===== src/hw/acp_map.svh =====
`ifndef ACP_MAP_SVH
`define ACP_MAP_SVH

// ----------------------------------------------------------------
// host locations
// ----------------------------------------------------------------
`define ACP_LOC_STATUS      2'h0
`define ACP_LOC_ARG         2'h1
`define ACP_LOC_VALUE       2'h2
`define ACP_LOC_DONE        2'h3
`define ACP_ADDR_W          8
`define ACP_SW_W            6

// ----------------------------------------------------------------
// command codes
// ----------------------------------------------------------------
`define ACP_CMD_RESET       8'h30
`define ACP_CMD_INIT        8'h31
`define ACP_CMD_WR_CHAN     8'h32
`define ACP_CMD_CFG_TYPE    8'h33
`define ACP_CMD_CFG_SLOPE   8'h34
`define ACP_CMD_CFG_OFFSET  8'h35
`define ACP_CMD_READ_SCAN   8'h36
`define ACP_CMD_READ_DEMAND 8'h37

// ----------------------------------------------------------------
// init value byte fields
// ----------------------------------------------------------------
`define ACP_INIT_LINE50_BIT 0
`define ACP_INIT_SCAN_BIT   1

// ----------------------------------------------------------------
// status codes
// ----------------------------------------------------------------
`define ACP_STS_OK          8'h00
`define ACP_STS_RESET       8'h0d
`define ACP_STS_ERR_CMD     8'h01
`define ACP_STS_ERR_CHAN    8'h02
`define ACP_STS_ERR_TYPE    8'h03
`define ACP_STS_ERR_UNASGN  8'h04
`define ACP_STS_ERR_MODE    8'h05

// ----------------------------------------------------------------
// channels and type codes
// ----------------------------------------------------------------
`define ACP_NUM_CHAN        16
`define ACP_CJ_CHAN         5'h10
`define ACP_TYPE_NONE       8'h00
`define ACP_TYPE_V14_LO     8'h01
`define ACP_TYPE_V14_HI     8'h08
`define ACP_TYPE_V12_LO     8'h0c
`define ACP_TYPE_V12_HI     8'h12
`define ACP_TYPE_TC_LO      8'h15
`define ACP_TYPE_TC_HI      8'h1a
`define ACP_TYPE_CJ         8'h15
`define ACP_SLOPE_RESET     16'h0001
`define ACP_OFFSET_RESET    16'h0000

// ----------------------------------------------------------------
// timing
// ----------------------------------------------------------------
`define ACP_CLK_PERIOD_NS   5
`define ACP_NS_PER_MS       1000000
`define ACP_T_RESET_MS      2500
`define ACP_T_V14_MS        75
`define ACP_T_V12_MS        45
`define ACP_T_TC_MS         110

`endif


===== src/hw/acp_pkg.sv =====
package acp_pkg;

`include "acp_map.svh"

    // gray along idle -> exec -> conv; conv -> idle changes both bits
    typedef enum logic [1:0] {
        ST_IDLE  = 2'h0,
        ST_EXEC  = 2'h1,
        ST_CONV  = 2'h3,
        ST_RESET = 2'h2
    } acp_state_e;

    typedef enum logic [1:0] {
        CLS_NONE = 2'h0,
        CLS_V14  = 2'h1,
        CLS_V12  = 2'h2,
        CLS_TC   = 2'h3
    } acp_class_e;

    typedef struct packed {
        logic [15:0] sync1;
        logic [15:0] sync2;
        logic [31:0] cnt;
        logic        busy;
        logic        done;
        logic [15:0] data;
        logic        fe_start;
        logic [4:0]  fe_chan;
        logic [7:0]  fe_type;
    } acp_conv_s;

    typedef struct packed {
        acp_state_e        st;
        logic [5:0]        sw1;
        logic [5:0]        sw2;
        logic [7:0]        loc0;
        logic [7:0]        loc1;
        logic [7:0]        loc2;
        logic              ready;
        logic              pend;
        logic [31:0]       cnt;
        logic              line50;
        logic              scan_mode;
        logic [3:0]        chan_ptr;
        logic [15:0][7:0]  ctype;
        logic [15:0][15:0] slope;
        logic [15:0][15:0] offset;
        logic [15:0][15:0] result;
        logic [15:0]       cj;
        logic [4:0]        scan_idx;
        logic              scan_conv;
        logic              conv_go;
        logic [4:0]        conv_chan;
        logic [7:0]        conv_type;
        logic [7:0]        rdata;
    } acp_top_s;

    // type code to conversion class, shared by both modules
    function automatic acp_class_e type_class(input logic [7:0] code);
        if (code >= `ACP_TYPE_V14_LO && code <= `ACP_TYPE_V14_HI)
            return CLS_V14;
        else if (code >= `ACP_TYPE_V12_LO && code <= `ACP_TYPE_V12_HI)
            return CLS_V12;
        else if (code >= `ACP_TYPE_TC_LO && code <= `ACP_TYPE_TC_HI)
            return CLS_TC;
        else
            return CLS_NONE;
    endfunction

endpackage


===== src/hw/acp_command_port.sv =====
// Functional notes
// - four byte locations at switch-selected base
// - value write clears done flag to zero
// - done flag set once response is placed
// - status byte zero ok, 0x0d reset code, other nonzero error
// - reset code reported after power-up or reset
// - on-command mode: fresh conversion per read
// - continuous mode scans channels plus cold junction
// - reset command repeats full power-up sequence
// - init selects line frequency and scan mode
// - channel pointer selects target, sixteen channels
// - unassigned channel is never converted
// - type code selects range and conversion time
// - value multiplied by slope, default one
// - offset added after slope, default zero
// - signed reading, low byte then high byte
`timescale 1ns/1ps
`include "acp_map.svh"

// cycle counts follow the clock period; override them for short runs
module acp_command_port #(
    parameter int unsigned RESET_CYCLES =
        `ACP_T_RESET_MS * (`ACP_NS_PER_MS / `ACP_CLK_PERIOD_NS),
    parameter int unsigned V14_CYCLES   =
        `ACP_T_V14_MS * (`ACP_NS_PER_MS / `ACP_CLK_PERIOD_NS),
    parameter int unsigned V12_CYCLES   =
        `ACP_T_V12_MS * (`ACP_NS_PER_MS / `ACP_CLK_PERIOD_NS),
    parameter int unsigned TC_CYCLES    =
        `ACP_T_TC_MS * (`ACP_NS_PER_MS / `ACP_CLK_PERIOD_NS)
) (
    input  wire logic [7:0]  ADDR,
    input  wire logic [7:0]  WDATA,
    input  wire logic        WR,
    input  wire logic        RD,
    output logic      [7:0]  RDATA,
    input  wire logic [5:0]  BASE_ADDRESS_SWITCH,
    input  wire logic [15:0] FE_DATA,
    output logic             FE_START,
    output logic      [4:0]  FE_CHAN,
    output logic      [7:0]  FE_TYPE,
    output logic             LINE_FREQ_50HZ,
    output logic             CONT_SCAN,
    output logic             CMD_DONE,
    input  wire logic        CLOCK,
    input  wire logic        RESETN
);

    acp_pkg::acp_top_s q;
    acp_pkg::acp_top_s d;

    // timer outputs and per-cycle helpers of the command engine
    logic              conv_busy;
    logic              conv_done;
    logic [15:0]       conv_data;
    logic              hit;
    logic              wr_value;
    logic signed [31:0] product;
    logic [15:0]       scaled;
    logic [3:0]        cidx;
    logic [3:0]        rd_chan;
    logic [7:0]        sts;
    logic              finish;

    // ----------------------------------------------------------------
    // conversion slot timer
    // ----------------------------------------------------------------
    acp_conv_timer #(
        .V14_CYCLES (V14_CYCLES),
        .V12_CYCLES (V12_CYCLES),
        .TC_CYCLES  (TC_CYCLES)
    ) u_conv (
        .clock    (CLOCK),
        .resetn   (RESETN),
        .start    (q.conv_go),
        .chan     (q.conv_chan),
        .ctype    (q.conv_type),
        .fe_data  (FE_DATA),
        .busy     (conv_busy),
        .done     (conv_done),
        .data     (conv_data),
        .fe_start (FE_START),
        .fe_chan  (FE_CHAN),
        .fe_type  (FE_TYPE)
    );

    // ----------------------------------------------------------------
    // host access and command engine
    // ----------------------------------------------------------------
    always_comb
    begin
        d        = q;
        d.sw1    = BASE_ADDRESS_SWITCH;
        d.sw2    = q.sw1;
        d.rdata  = 8'h00;
        d.conv_go = 1'b0;
        sts      = `ACP_STS_OK;
        finish   = 1'b0;
        cidx     = q.conv_chan[3:0];
        rd_chan  = q.loc1[3:0];
        // scaling: slope first, then offset; wraps to 16 bits
        product  = $signed(conv_data) * $signed(q.slope[cidx]);
        scaled   = product[15:0] + q.offset[cidx];

        hit      = (ADDR[7:2] == q.sw2);
        wr_value = WR && hit && (ADDR[1:0] == `ACP_LOC_VALUE);

        if (RD && hit)
        begin
            // reads have no side effects, any order is harmless
            case (ADDR[1:0])
                `ACP_LOC_STATUS: d.rdata = q.loc0;
                `ACP_LOC_ARG:    d.rdata = q.loc1;
                `ACP_LOC_VALUE:  d.rdata = q.loc2;
                default:         d.rdata = {7'h00, q.ready};
            endcase
        end

        if (WR && hit)
        begin
            case (ADDR[1:0])
                `ACP_LOC_STATUS: d.loc0 = WDATA;
                `ACP_LOC_ARG:    d.loc1 = WDATA;
                `ACP_LOC_VALUE:
                begin
                    d.loc2  = WDATA;
                    d.ready = 1'b0;
                    d.pend  = 1'b1;
                end
                default:         d.loc0 = d.loc0; // done flag is read-only
            endcase
        end

        // ----------------------------------------------------------------
        // command state machine
        // ----------------------------------------------------------------
        case (q.st)
            acp_pkg::ST_RESET:
            begin
                if (q.cnt == 32'h0)
                begin
                    // same end state for power-up and reset command
                    d.ctype     = '0;
                    d.slope     = {`ACP_NUM_CHAN{`ACP_SLOPE_RESET}};
                    d.offset    = {`ACP_NUM_CHAN{`ACP_OFFSET_RESET}};
                    d.result    = '0;
                    d.cj        = 16'h0000;
                    d.chan_ptr  = 4'h0;
                    d.line50    = 1'b0;
                    d.scan_mode = 1'b0;
                    d.scan_idx  = 5'h00;
                    d.loc0      = `ACP_STS_RESET;
                    d.ready     = 1'b1;
                    d.st        = acp_pkg::ST_IDLE;
                end
                else
                begin
                    // long count, bus stays open, but the reset code overwrites the code of a command queued here
                    d.cnt = q.cnt - 32'h1;
                end
            end

            acp_pkg::ST_IDLE:
            begin
                if (q.pend)
                begin
                    // commands take priority over the background scan
                    d.pend = wr_value;
                    d.st   = acp_pkg::ST_EXEC;
                end
                else if (q.scan_mode && !conv_busy)
                begin
                    if (q.scan_idx == `ACP_CJ_CHAN)
                    begin
                        d.conv_go   = 1'b1;
                        d.conv_chan = q.scan_idx;
                        d.conv_type = `ACP_TYPE_CJ;
                        d.scan_conv = 1'b1;
                        d.st        = acp_pkg::ST_CONV;
                    end
                    else if (q.ctype[q.scan_idx[3:0]] != `ACP_TYPE_NONE)
                    begin
                        d.conv_go   = 1'b1;
                        d.conv_chan = q.scan_idx;
                        d.conv_type = q.ctype[q.scan_idx[3:0]];
                        d.scan_conv = 1'b1;
                        d.st        = acp_pkg::ST_CONV;
                    end
                    else
                    begin
                        // unassigned channels cost one cycle each in the sweep
                        d.scan_idx = q.scan_idx + 5'h01;
                    end
                end
            end

            acp_pkg::ST_EXEC:
            begin
                finish = 1'b1;
                case (q.loc0)
                    `ACP_CMD_RESET:
                    begin
                        // stop the scan so no slot starts during the sequence
                        finish      = 1'b0;
                        d.scan_mode = 1'b0;
                        d.cnt       = 32'(RESET_CYCLES - 1);
                        d.st        = acp_pkg::ST_RESET;
                    end
                    `ACP_CMD_INIT:
                    begin
                        d.line50    = q.loc2[`ACP_INIT_LINE50_BIT];
                        d.scan_mode = q.loc2[`ACP_INIT_SCAN_BIT];
                        d.scan_idx  = 5'h00;
                    end
                    `ACP_CMD_WR_CHAN:
                    begin
                        // out-of-range pointer is refused, old one kept
                        if (q.loc2 < 8'(`ACP_NUM_CHAN))
                            d.chan_ptr = q.loc2[3:0];
                        else
                            sts = `ACP_STS_ERR_CHAN;
                    end
                    `ACP_CMD_CFG_TYPE:
                    begin
                        // code zero hands a channel back to unassigned
                        if (q.loc2 == `ACP_TYPE_NONE ||
                            acp_pkg::type_class(q.loc2) != acp_pkg::CLS_NONE)
                            d.ctype[q.chan_ptr] = q.loc2;
                        else
                            sts = `ACP_STS_ERR_TYPE;
                    end
                    `ACP_CMD_CFG_SLOPE:
                        d.slope[q.chan_ptr] = {q.loc2, q.loc1};
                    `ACP_CMD_CFG_OFFSET:
                        d.offset[q.chan_ptr] = {q.loc2, q.loc1};
                    `ACP_CMD_READ_SCAN:
                    begin
                        // scan data may be up to one full sweep old
                        if (!q.scan_mode)
                            sts = `ACP_STS_ERR_MODE;
                        else if (q.loc1 >= 8'(`ACP_NUM_CHAN))
                            sts = `ACP_STS_ERR_CHAN;
                        else if (q.ctype[rd_chan] == `ACP_TYPE_NONE)
                            sts = `ACP_STS_ERR_UNASGN;
                        else
                        begin
                            d.loc1 = q.result[rd_chan][7:0];
                            d.loc2 = q.result[rd_chan][15:8];
                        end
                    end
                    `ACP_CMD_READ_DEMAND:
                    begin
                        if (q.loc1 >= 8'(`ACP_NUM_CHAN))
                            sts = `ACP_STS_ERR_CHAN;
                        else if (q.ctype[rd_chan] == `ACP_TYPE_NONE)
                            sts = `ACP_STS_ERR_UNASGN;
                        else
                        begin
                            finish      = 1'b0;
                            d.conv_go   = 1'b1;
                            d.conv_chan = {1'b0, rd_chan};
                            d.conv_type = q.ctype[rd_chan];
                            d.scan_conv = 1'b0;
                            d.st        = acp_pkg::ST_CONV;
                        end
                    end
                    default:
                        sts = `ACP_STS_ERR_CMD;
                endcase
                // immediate commands answer one cycle after decode
                if (finish)
                begin
                    d.loc0  = sts;
                    d.ready = 1'b1;
                    d.st    = acp_pkg::ST_IDLE;
                end
            end

            acp_pkg::ST_CONV:
            begin
                // a queued command waits here until the slot ends
                if (conv_done)
                begin
                    d.st = acp_pkg::ST_IDLE;
                    if (q.scan_conv)
                    begin
                        if (q.conv_chan == `ACP_CJ_CHAN)
                        begin
                            d.cj       = conv_data;
                            d.scan_idx = 5'h00;
                        end
                        else
                        begin
                            d.result[cidx] = scaled;
                            d.scan_idx     = q.scan_idx + 5'h01;
                        end
                    end
                    else
                    begin
                        d.loc1  = scaled[7:0];
                        d.loc2  = scaled[15:8];
                        d.loc0  = `ACP_STS_OK;
                        d.ready = 1'b1;
                    end
                end
            end

            default:
                d.st = acp_pkg::ST_IDLE;
        endcase
    end

    // ----------------------------------------------------------------
    // state register
    // ----------------------------------------------------------------
    // power-up runs the same sequence as the reset command
    always_ff @(posedge CLOCK or negedge RESETN)
    begin
        if (!RESETN)
        begin
            q     <= '0;
            q.st  <= acp_pkg::ST_RESET;
            q.cnt <= 32'(RESET_CYCLES - 1);
        end
        else
        begin
            q <= d;
        end
    end

    // every output is a plain register copy
    assign RDATA          = q.rdata;
    assign LINE_FREQ_50HZ = q.line50;
    assign CONT_SCAN      = q.scan_mode;
    assign CMD_DONE       = q.ready;

endmodule // acp_command_port


===== src/hw/acp_conv_timer.sv =====
`timescale 1ns/1ps
`include "acp_map.svh"

module acp_conv_timer #(
    parameter int unsigned V14_CYCLES = 1,
    parameter int unsigned V12_CYCLES = 1,
    parameter int unsigned TC_CYCLES  = 1
) (
    input  wire logic        clock,
    input  wire logic        resetn,
    input  wire logic        start,
    input  wire logic [4:0]  chan,
    input  wire logic [7:0]  ctype,
    input  wire logic [15:0] fe_data,
    output logic             busy,
    output logic             done,
    output logic [15:0]      data,
    output logic             fe_start,
    output logic [4:0]       fe_chan,
    output logic [7:0]       fe_type
);

    acp_pkg::acp_conv_s q;
    acp_pkg::acp_conv_s d;

    // ----------------------------------------------------------------
    // conversion timing
    // ----------------------------------------------------------------
    always_comb
    begin
        d          = q;
        d.sync1    = fe_data;
        d.sync2    = q.sync1;
        d.fe_start = 1'b0;
        d.done     = 1'b0;
        if (start && !q.busy)
        begin
            d.busy     = 1'b1;
            d.fe_start = 1'b1;
            d.fe_chan  = chan;
            d.fe_type  = ctype;
            case (acp_pkg::type_class(ctype))
                acp_pkg::CLS_V14: d.cnt = 32'(V14_CYCLES - 1);
                acp_pkg::CLS_V12: d.cnt = 32'(V12_CYCLES - 1);
                acp_pkg::CLS_TC:  d.cnt = 32'(TC_CYCLES - 1);
                default:          d.cnt = 32'h0;
            endcase
        end
        else if (q.busy)
        begin
            if (q.cnt == 32'h0)
            begin
                // front end holds its word steady by the end of the slot
                d.busy = 1'b0;
                d.done = 1'b1;
                d.data = q.sync2;
            end
            else
            begin
                d.cnt = q.cnt - 32'h1;
            end
        end
    end

    always_ff @(posedge clock or negedge resetn)
    begin
        if (!resetn)
            q <= '0;
        else
            q <= d;
    end

    assign busy     = q.busy;
    assign done     = q.done;
    assign data     = q.data;
    assign fe_start = q.fe_start;
    assign fe_chan  = q.fe_chan;
    assign fe_type  = q.fe_type;

endmodule // acp_conv_timer


===== config.mk =====
export PLATFORM = sky130hd
export DESIGN_NAME = acp_command_port
export DESIGN_NICKNAME = d
export VERILOG_FILES = /design/src/hw/acp_pkg.sv /design/src/hw/acp_command_port.sv /design/src/hw/acp_conv_timer.sv
export VERILOG_INCLUDE_DIRS = /design/src /design/src/hw
export SDC_FILE = /design/constraint.sdc
export NUM_CORES = 2
export LEC_CHECK = 0
export ABC_AREA = 1
export BUFFER_PORTS_ARGS = -buffer_cell sky130_fd_sc_hd__buf_2
export CAP_MARGIN = 20
export CORE_MARGIN = 3
export CORE_UTILIZATION = 69
export CTS_CLUSTER_DIAMETER = 100
export CTS_CLUSTER_SIZE = 25
export DETAILED_ROUTE_END_ITERATION = 16
export PLACE_DENSITY = 0.83
export SKIP_LAST_GASP = 1
export SLEW_MARGIN = 15
export SYNTH_ARGS = -nofsm -noshare
export SYNTH_HDL_FRONTEND = slang
export SYNTH_SLANG_ARGS = --single-unit

===== constraint.sdc =====
create_clock -name CLOCK -period 19.1 [get_ports CLOCK]
set_clock_uncertainty 0.05 [all_clocks]
set_input_delay 4.775 -clock CLOCK [delete_from_list [all_inputs] [get_ports CLOCK]]
set_output_delay 4.775 -clock CLOCK [all_outputs]
set_load 0.05 [all_outputs]

==> results.txt <==
initial antenna violation count: 16
min setup slack post-route: 10.53 ns
post-synthesis adder-cell area fraction: 5.03%
RR Startpoint: cidx[1]$_DFFE_PN0P_
final hold vios: 0
global router's overall resource usage: 44.3%
H-tree depth: 2
Vias/cell: 6.57
CP Class: register to register
Top FF cell, synth: dfrtp_1
DR iter-0 viols: 8143
slowest CP cell: buf_4
vias in the first global route: 49400
clk slew on worst S/H paths: 0.11 ns
count of clock tree sinks: 1098
syn nets: 7219
outcome: finished, final reports clean
Final min period: 8.57 ns
Clock power frac: 22.9%
# setup viols final: 0
Wirelength per Cell: 24.2 microns
Initial DRT Pass Iterations: 8
global-route wire length before repair: 291000 microns
VDD IR-drop max: 144 uV
RR Endpoint: q[155]$_DFFE_PN0P_
die width: 291 microns
Final period util: 44.9%
sequential area share after synthesis: 49.0%
unrepaired setup endpoints after global routing: false
Core ar.: 80500 sq um
P&R area growth vs syn: 3.79%
slew margin rel.: 15.2%
CP peak stage delay: 0.82 ns
pre-CTS WS: 10.74 ns
post-CTS setup buffer count: 0
CTS tree: built
met3 Resource Use GR: 14.6%
GR Util met2: 64.2%
nets: 6996
Routed Antenna Nets: 0
drt drc: 0
via count: 51700
Crit. End Element: register
power per cell area: 95.0 nW/um^2
r2r setup slk: 10.53 ns
CTS root buf: clkbuf_16
Static Leakage: 0.0266 uW
share of synthesized area spent on multiplexers: 0.412%
WP data required: 19.60 ns
IO Count: 67
synthesis warning total: 0
most used routing layer: met2
Die Y-Extent: 291 microns
worst setup path end: q[155]$_DFFE_PN0P_
crit path DAT: 9.08 ns
Mapped Cells: 7007
Clock Path Buffers: 3
internal power: 3290 uW
Critical Path Source Type: register
ys async rst share: 100%
Cell Area, Synth: 56200 sq um
post-synthesis simple-gate area fraction: 19.2%
routability cong.: 1.00
fin. max-slew vios: 0
Port Buffer Count: 66
flop and latch count out of synthesis: 1098
initial core utilization: 69.7%
Post-Synth XOR/XNOR Area: 0.468%
Worst-Margin Slew: 1.26 ns
Max Freq: 117 MHz
worst-path maximum fanout: 54
FP Rows: 104
Detailed Route WL: 190000 microns
DP Wirelength: 127000 microns
die area: 84900 sq um
Combinational Power Share: 31.7%
Clock Latency Late Sink: 0.70 ns
Register-to-Register Path Depth: 32
largest net degree at the start of global routing: 249
Final TNS setup: 0 ns
layout cells sized above 1: 4.38%
max-capacitance violation count: 0
synthesized area per cell: 8.02 sq um
PostCTS Resize Cnt: 0
Hold WS: 0.308 ns
CTS Hold Bufs: 0
met1 Use GR: 58.8%
Psw: 2250 uW
synth unique cells: 53
most used cell, CP: nand2_1
sw frac: 40.6%
Reg power frac: 45.4%
total CTS buffers: 50
Hold/Removal Path Class: register to register
worst setup path start: cidx[1]$_DFFE_PN0P_
gr ovfl total: 0
EDFF count, synth: 0
main combinational cell family by area after synthesis: simple AND/OR/NAND/NOR gates
overall power: 5540 uW
Compound-Gate Fraction of Synth Area: 17.9%
[per-layer routing]
| metal | wire (microns) | up-vias |
|---|---|---|
| li1 | - | 22400 |
| met1 | 68300 | 24500 |
| met2 | 80500 | 3895 |
| met3 | 27600 | 880 |
| met4 | 13600 | 8 |
| met5 | 57 | - |
[logic make-up after synthesis]
family,Yosys count
adders and majority gates,170
AOI/OAI and AO/OA,1833
and+or+nand+nor,2696
xor gates and xnor gates,30
buffers and inverters,1157
muxes,23
DFF,1098
[worst max-delay path: cells and delay by family (launching register included)]
family	cells	cell delay (ns)
flops	1	0.37
buf+inv	9	2.09
compound gates	6	1.74
fa+ha+maj	6	2.60
simple gates	11	1.52
[metrics by stage]
stage | std cells | cell area [sq um] | util (%)
after CTS | 7865 | 58300 | 72.3
after detailed placement | 7791 | 56800 | 70.5
after floorplan | 7007 | 56200 | -
final | 7869 | 58300 | 72.4
after global routing | 7866 | 58300 | 72.4
after global placement | 7790 | 56800 | 70.5
[power by group through the flow]
| stage | clock network (uW) | registers [uW] | logic, uW |
|---|---|---|---|
| 2_1_floorplan | 0 | 2540 | 1020 |
| 3_3_place_gp | 0 | 2550 | 1640 |
| 3_5_place_dp | 0 | 2550 | 1660 |
| 4_1_cts | 1270 | 2510 | 1670 |
| 5_1_grt | 1340 | 2520 | 1850 |
| 6_report | 1270 | 2520 | 1750 |
[synthesized netlist by cell type (all sizes together), types with 2 or more instances]
cell	n	share of area, %
a21oi	309	2.8
a221oi	5	0.078
a22oi	58	0.78
a311oi	2	0.031
a31oi	10	0.11
buf	134	1.3
clkbuf	284	1.9
clkinv	11	0.074
dfrtp	1077	48
dfstp	21	0.98
fa	93	3.3
ha	77	1.7
inv	728	4.9
mux2i	22	0.39
nand2	1907	13
nand3	278	2.5
nand3b	10	0.13
nand4	29	0.32
nor2	410	2.8
nor3	33	0.31
nor4	16	0.18
o2111a	15	0.30
o2111ai	2	0.031
o211ai	44	0.61
o21a	5	0.067
o21ai	1097	9.8
o21bai	8	0.11
o221ai	15	0.23
o22ai	250	2.8
o31ai	2	0.027
o41ai	7	0.11
or2	12	0.13
xnor2	11	0.17
xor2	19	0.30
[flip-flops by register name, indices dropped and copies added (netlist names), 5 cells and up]
register        flops
q                 981
u_conv.q           48
u_conv.d           16
u_conv.data        16
RDATA               8
u_conv.fe_type      8
d                   6
u_conv.fe_chan      5
[cell usage in the layout (no fill, tap or decap), types with 7 or more instances in the layout]
cell / synthesis / final
buf_2: 70 / 65
o21ai_1: 19 / 15
o41ai_1: 7 / 7
o22ai_1: 250 / 250
buf_4: 29 / 70
fa_1: 93 / 93
a21oi_1: 307 / 299
nor2_1: 399 / 385
xor2_1: 19 / 19
o21ai_0: 1078 / 1078
clkbuf_16: 0 / 51
nand3_1: 277 / 276
a22oi_1: 58 / 58
clkinv_1: 11 / 12
inv_1: 720 / 717
xnor2_1: 11 / 11
nand2_1: 1903 / 1900
a21oi_2: 2 / 10
nand3b_1: 10 / 10
o221ai_1: 15 / 15
or2_2: 10 / 10
ha_1: 77 / 76
dfrtp_1: 1077 / 1072
o2111a_1: 15 / 15
clkbuf_1: 284 / 19
o21bai_1: 8 / 8
inv_2: 8 / 9
nand4_1: 29 / 29
mux2i_1: 22 / 22
nor2_2: 8 / 21
dfstp_2: 21 / 21
nor4_1: 16 / 15
o211ai_1: 43 / 43
nor3_1: 31 / 31
a31oi_1: 10 / 10
[area by class of cell]
cell class              count  area (sq um)
clock buffers              70          1350
clock inverters             4          92.6
repair buffers            143          1000
fillers                  6285         22200
multi-input cells        4752         24200
diodes                      3          7.51
well taps                1060          1330
inverters                 739          2780
flip-flops and latches   1098         27500
[how the worst min path moves through the flow]
stage / start / end / cells past startpoint
final: u_conv.d[71]$_DFF_PN0_ / u_conv.q[71]$_DFF_PN0_ / 0
after global routing: u_conv.d[65]$_DFF_PN0_ / u_conv.q[65]$_DFF_PN0_ / 0
after CTS: u_conv.d[76]$_DFF_PN0_ / u_conv.q[76]$_DFF_PN0_ / 0
after detailed placement: d[1009]$_DFF_PN0_ / q[1009]$_DFF_PN0_ / 0
after global placement: u_conv.d[65]$_DFF_PN0_ / u_conv.q[65]$_DFF_PN0_ / 0
after floorplan: d[1004]$_DFF_PN0_ / q[1004]$_DFF_PN0_ / 0
No activity file was read; power rests on OpenSTA's default activity.
